===== config.mk =====
export PLATFORM = sky130hd
export DESIGN_NAME = delay_config_commit
export DESIGN_NICKNAME = d
export VERILOG_FILES = /design/src/pkg/delay_config_pkg.sv /design/src/rtl/fill_mute.sv /design/src/rtl/delay_config_commit.sv
export SDC_FILE = /design/constraint.sdc
export NUM_CORES = 1
export LEC_CHECK = 0
export ABC_CLOCK_PERIOD_IN_PS = 3400
export BUFFER_PORTS_ARGS = -buffer_cell sky130_fd_sc_hd__clkbuf_2
export CAP_MARGIN = 20
export CORE_MARGIN = 4
export CORE_UTILIZATION = 40
export DETAILED_ROUTE_END_ITERATION = 10
export SYNTH_ARGS = -nofsm -noshare
export SYNTH_HDL_FRONTEND = slang
export SYNTH_SLANG_ARGS = --single-unit
export TNS_END_PERCENT = 10

===== constraint.sdc =====
create_clock -name clock -period 3.4 [get_ports clock]
set_input_delay 0.34 -clock clock [delete_from_list [all_inputs] [get_ports clock]]
set_output_delay 0.34 -clock clock [all_outputs]
set_load 0.005 [all_outputs]

===== src/pkg/delay_config_pkg.sv =====
// Register map, field layout and shared types for the delay settings block
package delay_config_pkg;

  // Register addresses as seen through the serial pointer
  localparam logic [7:0] REG_CONTROL = 8'h01;
  localparam logic [7:0] REG_RIGHT_UP = 8'h02;
  localparam logic [7:0] REG_RIGHT_LO = 8'h03;
  localparam logic [7:0] REG_LEFT_UP = 8'h04;
  localparam logic [7:0] REG_LEFT_LO = 8'h05;
  localparam logic [7:0] REG_FRAME = 8'h06;
  localparam logic [7:0] REG_RJ_LEN = 8'h07;
  localparam logic [7:0] REG_COMMIT = 8'h08;

  // Reset value of every register
  localparam logic [7:0] REG_RESET = 8'h00;

  // Field positions and masks
  localparam int CTRL_MUTE_RIGHT_BIT = 7;
  localparam int CTRL_MUTE_LEFT_BIT = 6;
  localparam int COMMIT_BIT = 0;
  localparam int FRAME_SEL_BIT = 7;
  localparam int DELAY_W = 13;
  localparam logic [7:0] DELAY_UPPER_MASK = 8'h1f;
  localparam logic [7:0] RJ_LEN_MASK = 8'h3f;
  localparam logic [5:0] RJ_LEN_MAX = 6'h18;

  // Serial protocol constants
  localparam logic [2:0] LAST_BIT = 3'h7;
  localparam logic [3:0] DEV_ADDR_HI_DEFAULT = 4'h5; // Arbitrary value

  // Settings as handed to the delay datapath
  typedef struct packed {
    logic [1:0] fmt;
    logic frame_sel;
    logic [7:0] frame;
    logic [DELAY_W-1:0] delay_r;
    logic [DELAY_W-1:0] delay_l;
    logic [5:0] rj_len;
  } settings_t;

  // Serial slave states
  typedef enum logic [3:0] {
    ST_IDLE,
    ST_ADDR,
    ST_ADDR_ACK,
    ST_PTR,
    ST_PTR_ACK,
    ST_WDATA,
    ST_WDATA_ACK,
    ST_RD_BIT,
    ST_RD_ACK
  } serial_state_t;

endpackage


===== src/rtl/fill_mute.sv =====
`timescale 1ns/1ps
// Per-channel mute hold while a freshly committed delay line fills
module fill_mute #(
  parameter int W = 13
) (
  // Clock and reset
  input wire logic clock,
  input wire logic resetn,
  // Load from a commit
  input wire logic load,
  input wire logic [W-1:0] depth,
  // One pulse per audio sample of this channel
  input wire logic sample_tick,
  // Channel still filling
  output logic filling
);

  typedef struct packed {
    logic [W-1:0] cnt;
    logic filling;
  } fill_state_t;

  fill_state_t s_q;
  fill_state_t s_d;

  // Load wins over a coincident sample so the new depth is counted whole
  always_comb begin
    s_d = s_q;
    if (load) begin
      s_d.cnt = depth;
      s_d.filling = (depth != '0);
    end else if (sample_tick && s_q.filling) begin
      s_d.cnt = s_q.cnt - W'(1);
      if (s_q.cnt == W'(1)) begin
        s_d.filling = 1'b0;
      end
    end
  end

  // State register
  always_ff @(posedge clock or negedge resetn) begin
    if (!resetn) begin
      s_q <= '0;
    end else begin
      s_q <= s_d;
    end
  end

  assign filling = s_q.filling;

endmodule


===== src/rtl/delay_config_commit.sv =====
`timescale 1ns/1ps
// Serial register file with commit transfer and fill-time muting
//
// Summary of operation
// - Writing one to commit bit zero copies staged settings to the datapath.
// - Commit write with bit zero clear transfers nothing; upper bits ignored.
// - Format, both delays or frame delay, and packet length move together.
// - After commit each channel stays muted until its delay in samples passed.
// - Control mute bits reach the outputs at once, no commit needed.
// - With frame delay selected the sample delay registers are disregarded.
// - Sequential read runs from control register through commit register.
// - Control bits seven and six select right and left channel mute.
// - Each sample delay is 13 bits across upper and lower registers.
// - Frame register top bit selects frame-based delay.
module delay_config_commit
  import delay_config_pkg::*;
#(
  parameter logic [3:0] DEV_ADDR_HI = DEV_ADDR_HI_DEFAULT // arbitrary value
) (
  // Clock and reset
  input wire logic clock,
  input wire logic resetn,
  // Serial control bus, data line open drain
  input wire logic scl,
  input wire logic sda_in,
  output logic sda_out,
  output logic sda_oe,
  // Address select straps, low bits of device address
  input wire logic [2:0] addr_sel,
  // Audio sample strobes and frame delay from the delay arithmetic
  input wire logic sample_tick_left,
  input wire logic sample_tick_right,
  input wire logic [DELAY_W-1:0] frame_delay_samples,
  // Datapath side
  output delay_config_pkg::settings_t active,
  output logic commit_pulse,
  output logic mute_left,
  output logic mute_right
);

  typedef struct packed {
    serial_state_t st;
    logic scl;
    logic sda;
    logic [2:0] cnt;
    logic [7:0] shift;
    logic ack_on;
    logic rw;
    logic [7:0] ptr;
    logic oe;
    logic [7:0] ctrl;
    logic [7:0] r_up;
    logic [7:0] r_lo;
    logic [7:0] l_up;
    logic [7:0] l_lo;
    logic [7:0] frame;
    logic [7:0] rj;
    logic [7:0] commit;
    settings_t act;
    logic commit_p;
    logic load_p;
    logic mute_l;
    logic mute_r;
  } top_state_t;

  top_state_t s_q;
  top_state_t s_d;
  logic fill_l;
  logic fill_r;
  logic scl_rise;
  logic scl_fall;
  logic start_c;
  logic stop_c;
  logic [7:0] rd_byte;
  logic [7:0] byte_in;
  logic [DELAY_W-1:0] depth_l;
  logic [DELAY_W-1:0] depth_r;

  // Bus line edges and start/stop conditions
  assign scl_rise = scl && !s_q.scl;
  assign scl_fall = !scl && s_q.scl;
  assign start_c = scl && s_q.scl && s_q.sda && !sda_in;
  assign stop_c = scl && s_q.scl && !s_q.sda && sda_in;
  assign byte_in = {s_q.shift[6:0], sda_in};

  // Read multiplexer, unmapped addresses read zero
  always_comb begin
    unique case (s_q.ptr)
      REG_CONTROL: rd_byte = s_q.ctrl;
      REG_RIGHT_UP: rd_byte = s_q.r_up;
      REG_RIGHT_LO: rd_byte = s_q.r_lo;
      REG_LEFT_UP: rd_byte = s_q.l_up;
      REG_LEFT_LO: rd_byte = s_q.l_lo;
      REG_FRAME: rd_byte = s_q.frame;
      REG_RJ_LEN: rd_byte = s_q.rj;
      REG_COMMIT: rd_byte = s_q.commit;
      default: rd_byte = REG_RESET;
    endcase
  end

  // Fill depth: frame delay replaces the sample delays when selected
  assign depth_l = s_q.act.frame_sel ? frame_delay_samples
                                     : s_q.act.delay_l;
  assign depth_r = s_q.act.frame_sel ? frame_delay_samples
                                     : s_q.act.delay_r;

  // Serial slave, register file and commit transfer
  always_comb begin
    s_d = s_q;
    s_d.scl = scl;
    s_d.sda = sda_in;
    s_d.commit_p = 1'b0;
    s_d.load_p = s_q.commit_p;
    if (start_c) begin
      s_d.st = ST_ADDR;
      s_d.cnt = '0;
      s_d.oe = 1'b0;
    end else if (stop_c) begin
      s_d.st = ST_IDLE;
      s_d.oe = 1'b0;
    end else begin
      unique case (s_q.st)
        ST_IDLE: begin
          s_d.oe = 1'b0;
        end
        ST_ADDR, ST_PTR, ST_WDATA: begin
          if (scl_rise) begin
            s_d.shift = byte_in;
            s_d.cnt = s_q.cnt + 3'h1;
            s_d.ack_on = 1'b0;
            if (s_q.cnt == LAST_BIT) begin
              if (s_q.st == ST_ADDR) begin
                s_d.rw = sda_in;
                s_d.st = (byte_in[7:1] == {DEV_ADDR_HI, addr_sel})
                         ? ST_ADDR_ACK : ST_IDLE;
              end else if (s_q.st == ST_PTR) begin
                s_d.ptr = byte_in;
                s_d.st = ST_PTR_ACK;
              end else begin
                s_d.st = ST_WDATA_ACK;
                unique case (s_q.ptr)
                  REG_CONTROL: s_d.ctrl = byte_in;
                  REG_RIGHT_UP: s_d.r_up = byte_in & DELAY_UPPER_MASK;
                  REG_RIGHT_LO: s_d.r_lo = byte_in;
                  REG_LEFT_UP: s_d.l_up = byte_in & DELAY_UPPER_MASK;
                  REG_LEFT_LO: s_d.l_lo = byte_in;
                  REG_FRAME: s_d.frame = byte_in;
                  REG_RJ_LEN: s_d.rj = byte_in & RJ_LEN_MASK;
                  REG_COMMIT: begin
                    s_d.commit = byte_in;
                    s_d.commit_p = byte_in[COMMIT_BIT];
                  end
                  default: s_d.commit_p = 1'b0;
                endcase
              end
            end
          end
        end
        ST_ADDR_ACK, ST_PTR_ACK, ST_WDATA_ACK: begin
          if (scl_fall) begin
            if (!s_q.ack_on) begin
              s_d.ack_on = 1'b1;
              s_d.oe = 1'b1;
            end else begin
              s_d.ack_on = 1'b0;
              s_d.oe = 1'b0;
              s_d.cnt = '0;
              if (s_q.st == ST_WDATA_ACK) begin
                s_d.ptr = s_q.ptr + 8'h01;
                s_d.st = ST_WDATA;
              end else if (s_q.st == ST_PTR_ACK) begin
                s_d.st = ST_WDATA;
              end else if (s_q.rw) begin
                s_d.shift = rd_byte;
                s_d.oe = !rd_byte[7];
                s_d.st = ST_RD_BIT;
              end else begin
                s_d.st = ST_PTR;
              end
            end
          end
        end
        ST_RD_BIT: begin
          if (scl_rise) begin
            s_d.cnt = s_q.cnt + 3'h1;
            if (s_q.cnt == LAST_BIT) begin
              s_d.st = ST_RD_ACK;
              s_d.ack_on = 1'b0;
            end
          end else if (scl_fall && s_q.cnt != '0) begin
            s_d.shift = {s_q.shift[6:0], 1'b0};
            s_d.oe = !s_q.shift[6];
          end
        end
        ST_RD_ACK: begin
          if (scl_fall && !s_q.ack_on) begin
            s_d.oe = 1'b0;
            s_d.ack_on = 1'b1;
          end else if (scl_rise && s_q.ack_on) begin
            if (sda_in) begin
              s_d.st = ST_IDLE;
            end else begin
              s_d.ptr = s_q.ptr + 8'h01;
            end
          end else if (scl_fall && s_q.ack_on) begin
            s_d.shift = rd_byte;
            s_d.oe = !rd_byte[7];
            s_d.cnt = '0;
            s_d.st = ST_RD_BIT;
          end
        end
      endcase
    end
    // Staged settings move to the datapath as one group
    if (s_q.commit_p) begin
      s_d.act.fmt = s_q.ctrl[1:0];
      s_d.act.frame_sel = s_q.frame[FRAME_SEL_BIT];
      s_d.act.frame = s_q.frame;
      s_d.act.delay_r = {s_q.r_up[4:0], s_q.r_lo};
      s_d.act.delay_l = {s_q.l_up[4:0], s_q.l_lo};
      s_d.act.rj_len = (s_q.rj[5:0] > RJ_LEN_MAX) ? RJ_LEN_MAX
                                                  : s_q.rj[5:0];
    end
    // Mute outputs: control bits directly, or fill in progress
    s_d.mute_l = s_q.ctrl[CTRL_MUTE_LEFT_BIT] || fill_l;
    s_d.mute_r = s_q.ctrl[CTRL_MUTE_RIGHT_BIT] || fill_r;
  end

  // State register
  always_ff @(posedge clock or negedge resetn) begin
    if (!resetn) begin
      s_q <= '0;
      s_q.st <= ST_IDLE;
      s_q.scl <= 1'b1;
      s_q.sda <= 1'b1;
    end else begin
      s_q <= s_d;
    end
  end

  // Independent fill counters per channel
  fill_mute #(.W(DELAY_W)) u_fill_left (
    .clock(clock),
    .resetn(resetn),
    .load(s_q.load_p),
    .depth(depth_l),
    .sample_tick(sample_tick_left),
    .filling(fill_l)
  );

  fill_mute #(.W(DELAY_W)) u_fill_right (
    .clock(clock),
    .resetn(resetn),
    .load(s_q.load_p),
    .depth(depth_r),
    .sample_tick(sample_tick_right),
    .filling(fill_r)
  );

  // Outputs straight from the state register, except sda_out which is tied low
  assign sda_out = 1'b0; // Open drain: only low is ever driven
  assign sda_oe = s_q.oe;
  assign active = s_q.act;
  assign commit_pulse = s_q.load_p;
  assign mute_left = s_q.mute_l;
  assign mute_right = s_q.mute_r;

endmodule


==> results summary, run 1 <==
The flow ran to the end, and the final reports show no timing, DRC or antenna violations. The floorplan has 52 rows. In the synthesized netlist the dominant register cell turns out to be dfrtp_1. The share of cells above drive strength 1 came out at a little over a quarter. Yosys attributes the largest share of cell area to dfrtp_1 46%, mux2_2 13%, buf_4 4.2%, a21oi_1 3.3%, o21ai_0 3.0%. The clock skew came out at 0.00902 ns.

From synthesis to final layout, the design area changed by 10.2%. The final estimated routing congestion in global placement is 0.892. The endpoint type of the worst setup path is a flop. Traced cell by cell, the critical path runs through nor2_1 > nor2_1 > nor3_2 > nand3_1 > o21ai_0 > mux2_2. After clock tree synthesis, the clock-pin slew on the worst setup and hold paths is 0.07 ns.

In this run the static leakage power is 4.34 nW. The arrival time reported for the critical path endpoint is 2.90 ns. 70 I/O pins were placed.

In the global route stage, overall resource usage came out at 18.6%. The maximum ir drop on the vdd rail came out at ~0.32 mV. The worst slack after detailed placement came out at 0.877 ns. The synthesized design spends more area on one cell type than any other, namely dfrtp_1. The vertical die dimension came out at 153 um. The startpoint type of the worst setup path is a flop.

The post-CTS setup buffer count came out at 0. The number of warning messages in the yosys log is 0. CTS placed an instance of clkbuf_16 at the clock tree root. Measured against its own limit, the worst slew margin works out to a little under a third. The number of antenna-violating nets in the routed design is 0. The starting utilization of the core area came out at between 40% and 50%.

The sum of net half-perimeters after detailed placement came out at ~15,000 um. The number of instances in the synthesized netlist is 820. The pre-antenna-repair detailed-routing pass consisted of 6 iterations. The count of cells in the finished layout, fillers not included, comes to roughly 1,100. The number of gates resized after cts is 0. Synthesis inferred between 150 and 200 register bits. The critical path is of the reg2reg type.

The met2 global-route usage came out at between 30 and 40%. Dividing the synthesized area by the synthesized cell count gives 10.3 um^2. For the finished layout, the period the worst path requires is between 2 and 3 ns. For this run, the slowest stage of the critical path takes between 0.5 and 0.6 ns. The summed area of non-filler cells in the final layout came out at between 9000 and 10,000 um^2. Data on the critical path is required at its endpoint by around 3.8 ns.

The number of synthesized flops with an enable pin came out at 0. The share of the Yosys chip area taken by registers is between 40% and 50%. The met1 layer usage reported by global route is between 20% and 30%.

The total DRC errors in the routed layout came out at 0. The clock net sink count came out at between 150 and 200. The number of nets in the layout came out at roughly 860.

The total overflow left after global routing is 0. The die width came out at roughly 150 um. The top achievable clock speed came out at a little under 400 MHz. The number of max-cap violations is 0.

The total clock buffers created by CTS is 17. The maximum buffer depth of the clock tree came out at 2. Using the TritonRoute via totals, the vias-per-cell ratio works out to roughly 5.7. The slew at the pin with the worst max-slew slack is 1.03 ns. The least setup slack across all paths after layout is between 0.8 and 0.9 ns.

The via count came out at 6,290. The final antenna diode count came out at 0. The wire length after detailed routing came out at roughly 22,000 um. Of all flip-flops after synthesis, the portion carrying an async set or reset was 100%. After global routing, the most crowded layer is met2. In the final routed layout, each cell accounts on average for about 20 um. For this design, the slowest cell found on the critical path is dfrtp_1. After filler insertion, the fill cell instance count of the layout stands at a little under 2,000. TritonCTS built the clock tree. Including well taps, the total number of placed cells is about 1,100. The number of DRC markers after the initial detailed-route iteration is approximately 510.

The share of the clock period used by the worst path after layout is between 70% and 80%. The total cell area at the placement stage is 8700 um^2. The pin count of the biggest net entering global routing is just over 70. The count of input and output buffers came out at 68. Clock latency on the worst-skew pair, taken at its later pin, is 0.43 ns.

The number of antenna violations at the first check in global routing is 0. The region available for standard cell placement spans 20,500 um^2. The area of the mapped netlist came out at 8460 um^2. The routing usage on met3 came out at under 10%. The total setup violations reported at the end of the flow came out at 0. The number of slew-limit violations in the final report is 0. The most numerous cell type found on the critical path is nor2_1.

The number of global-route vias before repair is approximately 6,100. The wire length of the first global-routing pass is ~35,000 um. The floorplan step defined a die boundary enclosing about 24,000 um^2.

The unique cell type count in the Yosys netlist came out at 70. Power spread over the standard cell area amounts to 576 nW/um^2. The largest fanout on the critical path is 17. The path class of the tightest hold or removal check is in2reg.

The number of H-tree branching levels came out at 4. The total count of hold-check failures in the final report is 0. The total power draw came out at between 5 and 6 mW.

The top cell type by area accounts for 45.8% of the synthesized area. Setup total negative slack on the finished layout was measured at 0 ns. The synthesized net count is 853. Setup repair after global routing left no endpoint under its margin.
## cells in the mapped netlist (4+ instances only)
cell / n
xor2_1: 12
mux2_2: 100
mux2i_1: 21
nand3_1: 25
a22oi_1: 14
dfrtp_1: 155
nand2_1: 62
nand2b_1: 4
and3_1: 4
clkbuf_1: 33
a31oi_1: 13
inv_1: 21
a21oi_1: 55
o21ai_0: 50
ha_1: 11
nor2b_1: 4
a211oi_1: 4
buf_4: 47
a22o_1: 5
or3_1: 6
a222oi_1: 5
nor2_1: 46
a21o_1: 4
o21a_1: 4
xnor2_1: 13
nor3_1: 12
buf_2: 5
nand4_1: 4
nor4_1: 13
## flip-flops by register name, indices dropped and copies added, names as in the netlist
name                  flops
active                   42
byte_in                   7
commit_pulse              1
s_q                      75
mute_left                 1
mute_right                1
sda_oe                    1
u_fill_right.filling      1
u_fill_left.filling       1
s_d                       1
u_fill_right.s_q         13
u_fill_left.s_q          13
## routing by layer
metal  vias to the layer above  part of all wire, %
met5                         -                    0
met2                       211                   49
met1                      3132                   44
met4                         0                  1.0
li1                       2928                    -
met3                        19                  5.5
## cell type report
class,instances,area (um^2),area share (%)
Clock buffer,19,453,4.85
Inverter,23,86.3,0.925
Clock inverter,13,165,1.77
Timing Repair Buffer,80,452,4.84
Sequential cell,157,3930,42.1
Tap cell,270,338,3.62
Multi-Input combinational cell,550,3900,41.8
## metrics by stage
stage | hold WS, ns | util [%]
finish | 0.0677 | 45.5
global route | 0.0633 | 45.5
CTS | 0.0528 | 45.5
detailed placement | 0.414 | 42.5
global placement | 0.421 | 42.5
floorplan | 0.0444 | -
## kinds of logic after synthesis
family                     synth area share [%]
and+or+nand+nor                            12.8
AOI/OAI and AO/OA                          13.1
DFF                                        46.4
muxes                                      15.8
buffers and inverters                      7.44
xor gates and xnor gates                   2.59
adders and majority gates                  1.86
other                                    0.0443
## cell usage in the layout (no fill, tap or decap), types with 5 or more instances in the layout
cell	n
a21oi_1	55
nor2_1	46
xor2_1	12
nand2_1	62
xnor2_1	13
a22o_1	5
dfrtp_1	154
nor4_1	13
nor3_1	12
a31oi_1	13
a22oi_1	14
clkbuf_16	17
ha_1	11
or3_1	6
o21ai_0	50
clkbuf_2	67
mux2i_1	21
mux2_2	100
inv_1	21
nand3_1	25
buf_4	10
a222oi_1	5
## path summary, 6_finish.rpt
path | startpoint | to | slack [ns] | cells past startpoint
setup / recovery | s_q[137] | byte_in[7] | 0.86 | 6
hold reg to reg | u_fill_left.s_q[12] | u_fill_left.s_q[12] | 0.50 | 2
max in group asynchronous | resetn | s_q[133] | 2.04 | 3
setup reg to reg | s_q[137] | byte_in[7] | 0.86 | 6
hold / removal | scl | s_q[134] | 0.07 | 1
min in group asynchronous | resetn | u_fill_left.s_q[3] | 0.49 | 2
## worst max-delay path: cells and delay by family (launching register included)
family | cells | cell delay [ns]
compound gates | 1 | 0.26
flops | 1 | 0.58
mux | 1 | 0.17
simple gates | 4 | 1.45
## power by group
| part | switching [mW] | leakage [nW] | internal [mW] |
|---|---|---|---|
| sequential | 0.226 | 2.15 | 1.96 |
| combinational | 0.763 | 1.90 | 0.443 |
| clock | 0.788 | 0.292 | 1.20 |
## what timing repair did
| item | 4_1_cts | 5_1_grt |
|---|---|---|
| hold buffers | 1 | 0 |
| hold endpoints to repair | 67 | 0 |
| setup endpoints to repair | 0 | 0 |
Note: power is estimated with default switching activity, not from simulation.
==> inputs of run 2 (changes only) <==
--- a/config.mk
+++ b/config.mk
@@ -5,7 +5,7 @@
 export SDC_FILE = /design/constraint.sdc
 export NUM_CORES = 1
 export LEC_CHECK = 0
-export ABC_CLOCK_PERIOD_IN_PS = 3400
+export ABC_CLOCK_PERIOD_IN_PS = 2200
 export BUFFER_PORTS_ARGS = -buffer_cell sky130_fd_sc_hd__clkbuf_2
 export CAP_MARGIN = 20
 export CORE_MARGIN = 4
==> constraint.sdc (replaced) <==
create_clock -name clock -period 2.2 [get_ports clock]
set_input_delay 0.22 -clock clock [delete_from_list [all_inputs] [get_ports clock]]
set_output_delay 0.22 -clock clock [all_outputs]
set_load 0.005 [all_outputs]
==> run 2 against run 1 <==
Cell area rose by 5.5%. Combinational power grew 110%. Critical path depth up 2. Via count rose by 2.8%. Die area unchanged. Sequential power up 49%. Power rose by 60%. Routed wire length is 2.2% higher. Final cell count is 5.2% higher. Clock power grew 42%. Clock skew grew 0.0031 ns. Sequential share of layout area is 2.2 points lower. Critical path type is now in2reg. Largest power group unchanged.
==> results summary, run 2 (same netlist as run 1, synthesis figures left out) <==
During placement, the flow inserted port buffers numbering ~70. The maximum ir drop on the vdd rail is 0.583 mV. The critical path class is in2reg. The number of slew-limit violations in the final report is 0. The number of global-route vias before repair came out at approximately 6,500. The area overhead of the layout relative to synthesis is 16.3%. The number of optimization iterations in the first detailed-route pass came out at 5.

At the pin with the least slew margin, the transition time is ~0.62 ns. The startpoint identified for the worst hold timing path is sda_in. The top-level port count is 70. Row generation in the floorplan step produced 52 rows. TritonCTS created 17 clock buffers. The summed area of non-filler cells in the final layout came out at approximately 10000 um^2. The endpoint type of the worst setup path is a flop. The number of DRC markers after the initial detailed-route iteration came out at 431. The final critical-path required period is ~2.1 ns.

The via count is about 6,500. Summed over all nets, the half-perimeter wirelength after detailed placement is about 16,000 um. The pin count of the biggest net entering global routing came out at between 50 and 60. The flow ran to the end, and the final reports show no timing, DRC or antenna violations. The TritonCTS clock tree is done. The clock insertion delay at the later pin of the skew report came out at around 0.43 ns.

The CTS clock-pin slew for the worst setup and hold paths is ~0.070 ns. Summed over all cells, the static leakage comes to 4.64 nW. The number of flip-flops under the largest register name came out at 75. The library cells used most frequently in the layout, excluding fill and tap cells, are 152 x dfrtp_1, 100 x mux2_2, 67 x clkbuf_2.

The placed instances occupy a cell area of about 9200 um^2. In this run the worst setup path terminates at byte_in[2]. The worst slack after detailed placement is 0.0781 ns. The post-layout instance count excluding filler cells is between 1,000 and 1,500. The clock skew came out at 0.0121 ns. The total of fill cells in the finished design is between 1,500 and 2,000.

The top achievable clock speed is 476 MHz. The full die area is between 20,000 and 25,000 um^2. The routed wire length per instance came out at 19.0 um. The number of max-cap violations is 0. Leaving out fill and tap cells, the most frequent cell in the layout is dfrtp_1. The number of antenna violations at the first check in global routing is 0. The die is roughly 150 um tall. The number of nets in the layout came out at roughly 900. In the routed design, unresolved DRC markers number 0. The die width is 153 um. The share of cells above drive strength 1 is 33.0%. The endpoint identified for the worst register-to-register timing path is byte_in[2].

Setup repair after global routing could not meet its margin everywhere. STA classifies the critical path startpoint as an input port. The starting utilization of the core area is 41.3%. The H-tree was split into 4 levels. In this run the worst path has a maximum fanout of 8.

After detailed placement, the design holds a cell count of approximately 1,100. The maximum buffer depth of the clock tree is 2. The least setup slack across all paths after layout came out at 0.0987 ns.

Setup violations remaining at the end of the flow were counted as 0. Routability-driven placement finished with a final weighted congestion of ~0.93. The data required time at the worst endpoint came out at roughly 2.5 ns.

The number of cells on the worst reg-to-reg path is 6. The worst register-to-register path begins at s_q[134]. The total count of hold-check failures in the final report is 0.

After detailed routing, the number of vias per cell comes to 5.52. The final antenna diode count came out at 0. The remaining global-route overflow is 0. The first global-routing pass estimated between 30,000 and 40,000 um of wire.

The post-route setup TNS is 0 ns. The cell at the root of the clock tree is clkbuf_16. Once detail routing completed, the nets flagged for antenna violations numbered 0. The worst register-to-register path has a setup slack of 0.1 ns.

The arrival time reported for the critical path endpoint came out at between 2 and 2.5 ns. The global router's overall resource usage came out at 19.2%. The share of the clock period used by the worst path after layout came out at around 96%. The headroom to the max-slew limit is between 50% and 60%.

The area of the core region is approximately 20,000 um^2. The power density over the cells came out at between 800 and 900 nW/um^2. The clock net sink count came out at roughly 160. Summed over all layers, the routed wires come to around 22,000 um. Tracing the worst setup path back leads to its startpoint at scl. The worst min-delay path category is in2reg.

Ranked by flip-flop count, first place goes to s_q.
[run 2: worst min path at each step]
stage                                to  depth (start not counted)
floorplan                     active[0]                          0
global route                   s_q[133]                          2
global placement    u_fill_left.s_q[12]                          1
CTS                            s_q[133]                          2
detailed placement   u_fill_left.s_q[3]                          1
finish                         s_q[133]                          2
[run 2: critical path, cell delays in order]
cell and delay [ns]:
dlygate4sd3_1 0.53, clkbuf_2 0.16, nand2b_1 0.25, a21oi_1 0.29, nor2b_1 0.08, a21oi_1 0.13
and3_1 0.37, mux2_2 0.39
[run 2: per-layer routing]
metal	wire, um	GRT usage (%)	up-vias
met3	1320	3.90	32
met4	371	5.85	0
met5	0	0	-
met2	10700	31.9	221
li1	-	-	3043
met1	9810	25.6	3167
[run 2: final cells by class]
type	instances	area [um^2]	share of cell area (%)
multi-input cells	550	3950	40.2
flip-flops and latches	157	3940	40.0
repair buffers	138	965	9.80
clock buffers	21	480	4.88
well taps	270	338	3.43
inverters	23	86.3	0.877
clock inverters	11	83.8	0.852
[run 2: where the power goes]
group          switching, mW  internal, mW  total [mW]
Clock                   1.24          1.57        2.81
Sequential             0.208          3.03        3.24
Combinational           1.42          1.12        2.54
[run 2: metrics by stage]
step	util [%]	total power [mW]	hold slack (ns)
2_1_floorplan	-	4.74	-0.0756
3_3_place_gp	44.9	5.70	0.247
3_5_place_dp	44.9	5.71	0.247
4_1_cts	47.7	8.53	0.125
5_1_grt	48.0	9.06	0.132
6_report	48.0	8.59	0.136
[run 2: timing repair]
item                                   in CTS  in global routing
hold buffers                                2                  0
endpoints found under the hold margin      55                  0
resized for setup                           0                 14
setup buffers                               0                  1
setup endpoints to repair                   0                 35
==> inputs of run 3 (changes only) <==
--- a/config.mk
+++ b/config.mk
@@ -10,6 +10,7 @@
 export CAP_MARGIN = 20
 export CORE_MARGIN = 4
 export CORE_UTILIZATION = 40
+export CTS_BUF_LIST = sky130_fd_sc_hd__clkbuf_4 sky130_fd_sc_hd__clkbuf_8
 export DETAILED_ROUTE_END_ITERATION = 10
 export SYNTH_ARGS = -nofsm -noshare
 export SYNTH_HDL_FRONTEND = slang
==> run 3 against run 2 <==
Largest cell class unchanged. Sequential share of layout area grew 0.81 points. Via count shrank 0.34%. Global-route usage fell by 0.15 points. Clock skew about the same. Combinational power barely moved. Clock-buffer cell count did not move. Cell area is 2.0% lower. Largest power group unchanged.
==> results summary, run 3 (same netlist as run 1, synthesis figures left out) <==
The tool flagged a number of max-cap violations equal to 0. The number of H-tree branching levels is 4. The clock net sink count came out at between 150 and 200. Setup slack on the critical path of the routed design comes to about 0.095 ns.

The number of DRC markers after the initial detailed-route iteration is 367. Setup repair after global routing could not meet its margin everywhere. Global routing used a little under a third of the available met2 tracks.

The number of antenna violations at the first check in global routing was 0. The area overhead of the layout relative to synthesis is 13.9%. TritonCTS built the clock tree.

The slowest library cell on the worst path is dfstp_2. Registers take slightly below 4000 um^2. The die is ~150 um wide. The most common cell after layout, fill and taps aside is dfrtp_1.

The clock skew came out at 0.0124 ns. The area occupied by multi-input gates came out at just under 4000 um^2. The largest fanout on the critical path is 7. The worst setup path is of the reg2reg kind. The via density per instance came out at roughly 5.5. For the worst setup path, the data arrival time is about 2.5 ns. The share of cells above drive strength 1 came out at around a third. The clock passes through at most 2 buffers. The register with the most flip-flops in the layout has 75 of them. The worst path uses between 90% and 100% of the clock period. In this run the worst hold path is classified as in2reg. s_q holds more flip-flops than any other register.

The signal on the critical path passes through nand2b_1 > a21oi_1 > nor2b_1 > a21oi_1 > and3_1 > mux2_2. The slew at the pin with the worst max-slew slack is about 0.65 ns. The number of optimization iterations in the first detailed-route pass is 5.

The number of antenna-violating nets in the routed design came out at 0. The flow ran to the end, and the final reports show no timing, DRC or antenna violations. The number of cells on the worst reg-to-reg path is 6. The worst setup path is launched from a flop.

The library cells used most frequently in the layout, excluding fill and tap cells, are 152 x dfrtp_1, 100 x mux2_2, 67 x clkbuf_2. The routing usage on met3 is approximately 4%. The endpoint of the worst-slack reg-to-reg timing path is byte_in[2]. After legalization and detailed placement, the total HPWL measured roughly 16,000 um. After global routing, the most crowded layer is met2. The count of input and output buffers came out at 68. The startpoint identified for the worst register-to-register timing path is s_q[134]. At the later pin of the worst-skew pair, clock insertion delay measures around 0.46 ns. The number of instances on the worst hold path is 2. The source of the worst hold timing path is sda_in. Global routing used about 26% of the available met1 tracks. The count of buffering cells on the critical path with inverters included is 0. STA classifies the critical path endpoint as a flop. The final estimated routing congestion in global placement came out at just over 0.9. In this run the clock root is driven by a clkbuf_8. The post-CTS setup buffer count is 0.

The worst hold path terminates at s_q[133]. The top cell family by delay on the critical path is simple AND/OR/NAND/NOR gates. The power density over the cells is ~810 nW/um^2. The full die area is between 20,000 and 25,000 um^2.

The total clock buffers created by CTS came out at 17. For this run, the top clock speed supported by timing is 475 MHz. The post-layout instance count excluding filler cells came out at 1,169. The routed wire length per instance is approximately 19 um. The wire length after detailed routing is roughly 22,000 um.

The total setup violations reported at the end of the flow came out at 0. The number of slew-limit violations in the final report is 0. The top-level port count came out at 70.

The headroom to the max-slew limit came out at around 57%. The maximum ir drop on the vdd rail is 0.559 mV. The total DRC errors in the routed layout came out at 0. The pin count of the biggest net entering global routing came out at a little under 60.

The number of placed cells counting well taps came out at 1,135. From bottom edge to top edge, the die measures 153 um. The floorplan has 52 rows.

The leakage power came out at 4.55 nW. The first global-routing pass estimated 36,100 um of wire. The number of global-route vias before repair was ~6,500. The global router's overall resource usage came out at 19.1%. Hold timing on the final database bottoms out at a slack of roughly 0.097 ns. The via count came out at about 6,400. The final antenna diode count is 0. The floorplan step defined a core boundary enclosing 20,500 um^2. The worst-case register-to-register setup slack came out at 0.09 ns. In this run the worst setup path begins at s_q[134]. The number of nets in the layout came out at a little over 900.

The cell type with the highest occurrence count on the critical path is a21oi_1. The data required time at the worst endpoint is ~2.5 ns. On the worst path, the slowest cell contributes a delay of roughly 0.59 ns. The CTS clock-pin slew for the worst setup and hold paths came out at around 0.090 ns. The initial utilization of the core area, before any placement, comes to between 40% and 50%. The remaining global-route overflow came out at 0.

The total count of hold-check failures in the final report is 0. For the finished layout, the period the worst path requires is between 2 and 2.5 ns. The worst slack after detailed placement is just under 0.08 ns.

The filler cells instantiated in the layout total between 1,500 and 2,000.
==> run 3: report_power, final <==
part	internal, mW	total [mW]	switching (mW)
registers	3.02	3.24	0.212
logic	1.12	2.55	1.43
clock network	0.908	2.06	1.16
==> run 3: area by class of cell <==
type / count / share of cell area (%)
Clock buffer: 21 / 3.00
Clock inverter: 11 / 0.869
Inverter: 23 / 0.895
Multi-Input combinational cell: 550 / 41.0
Sequential cell: 157 / 40.8
Tap cell: 270 / 3.50
Timing Repair Buffer: 137 / 9.92
==> run 3: per-stage QoR <==
step	instance area, um^2	power, mW	utilization, %	setup TNS, ns
final	9640	7.85	47.1	0
after global routing	9640	8.31	47.1	-0.331
after CTS	9590	7.78	46.8	0
after detailed placement	9200	5.71	44.9	0
after global placement	9200	5.70	44.9	0
after floorplan	8460	4.74	-	0
==> run 3: repair_timing <==
item | CTS | global route
setup endpoints to repair | 0 | 39
hold buffers | 2 | 0
resized for setup | 0 | 14
endpoints found under the hold margin | 55 | 0
==> run 3: worst max path at each step <==
stage | slack (ns) | to | depth (start not counted)
after detailed placement | 0.08 | byte_in[5] | 7
after CTS | 0.03 | byte_in[2] | 8
after global routing | -0.03 | s_q[98] | 8
after global placement | 0.08 | byte_in[5] | 8
after floorplan | 0.19 | s_q[63] | 7
final | 0.09 | byte_in[2] | 6
==> run 3: per-layer routing <==
layer	part of all wire (%)	routed length [um]	vias to the layer above
li1	-	-	3033
met1	45	10000	3168
met2	48	10600	204
met3	4.7	1040	36
met4	2.1	459	0
met5	0	0	-
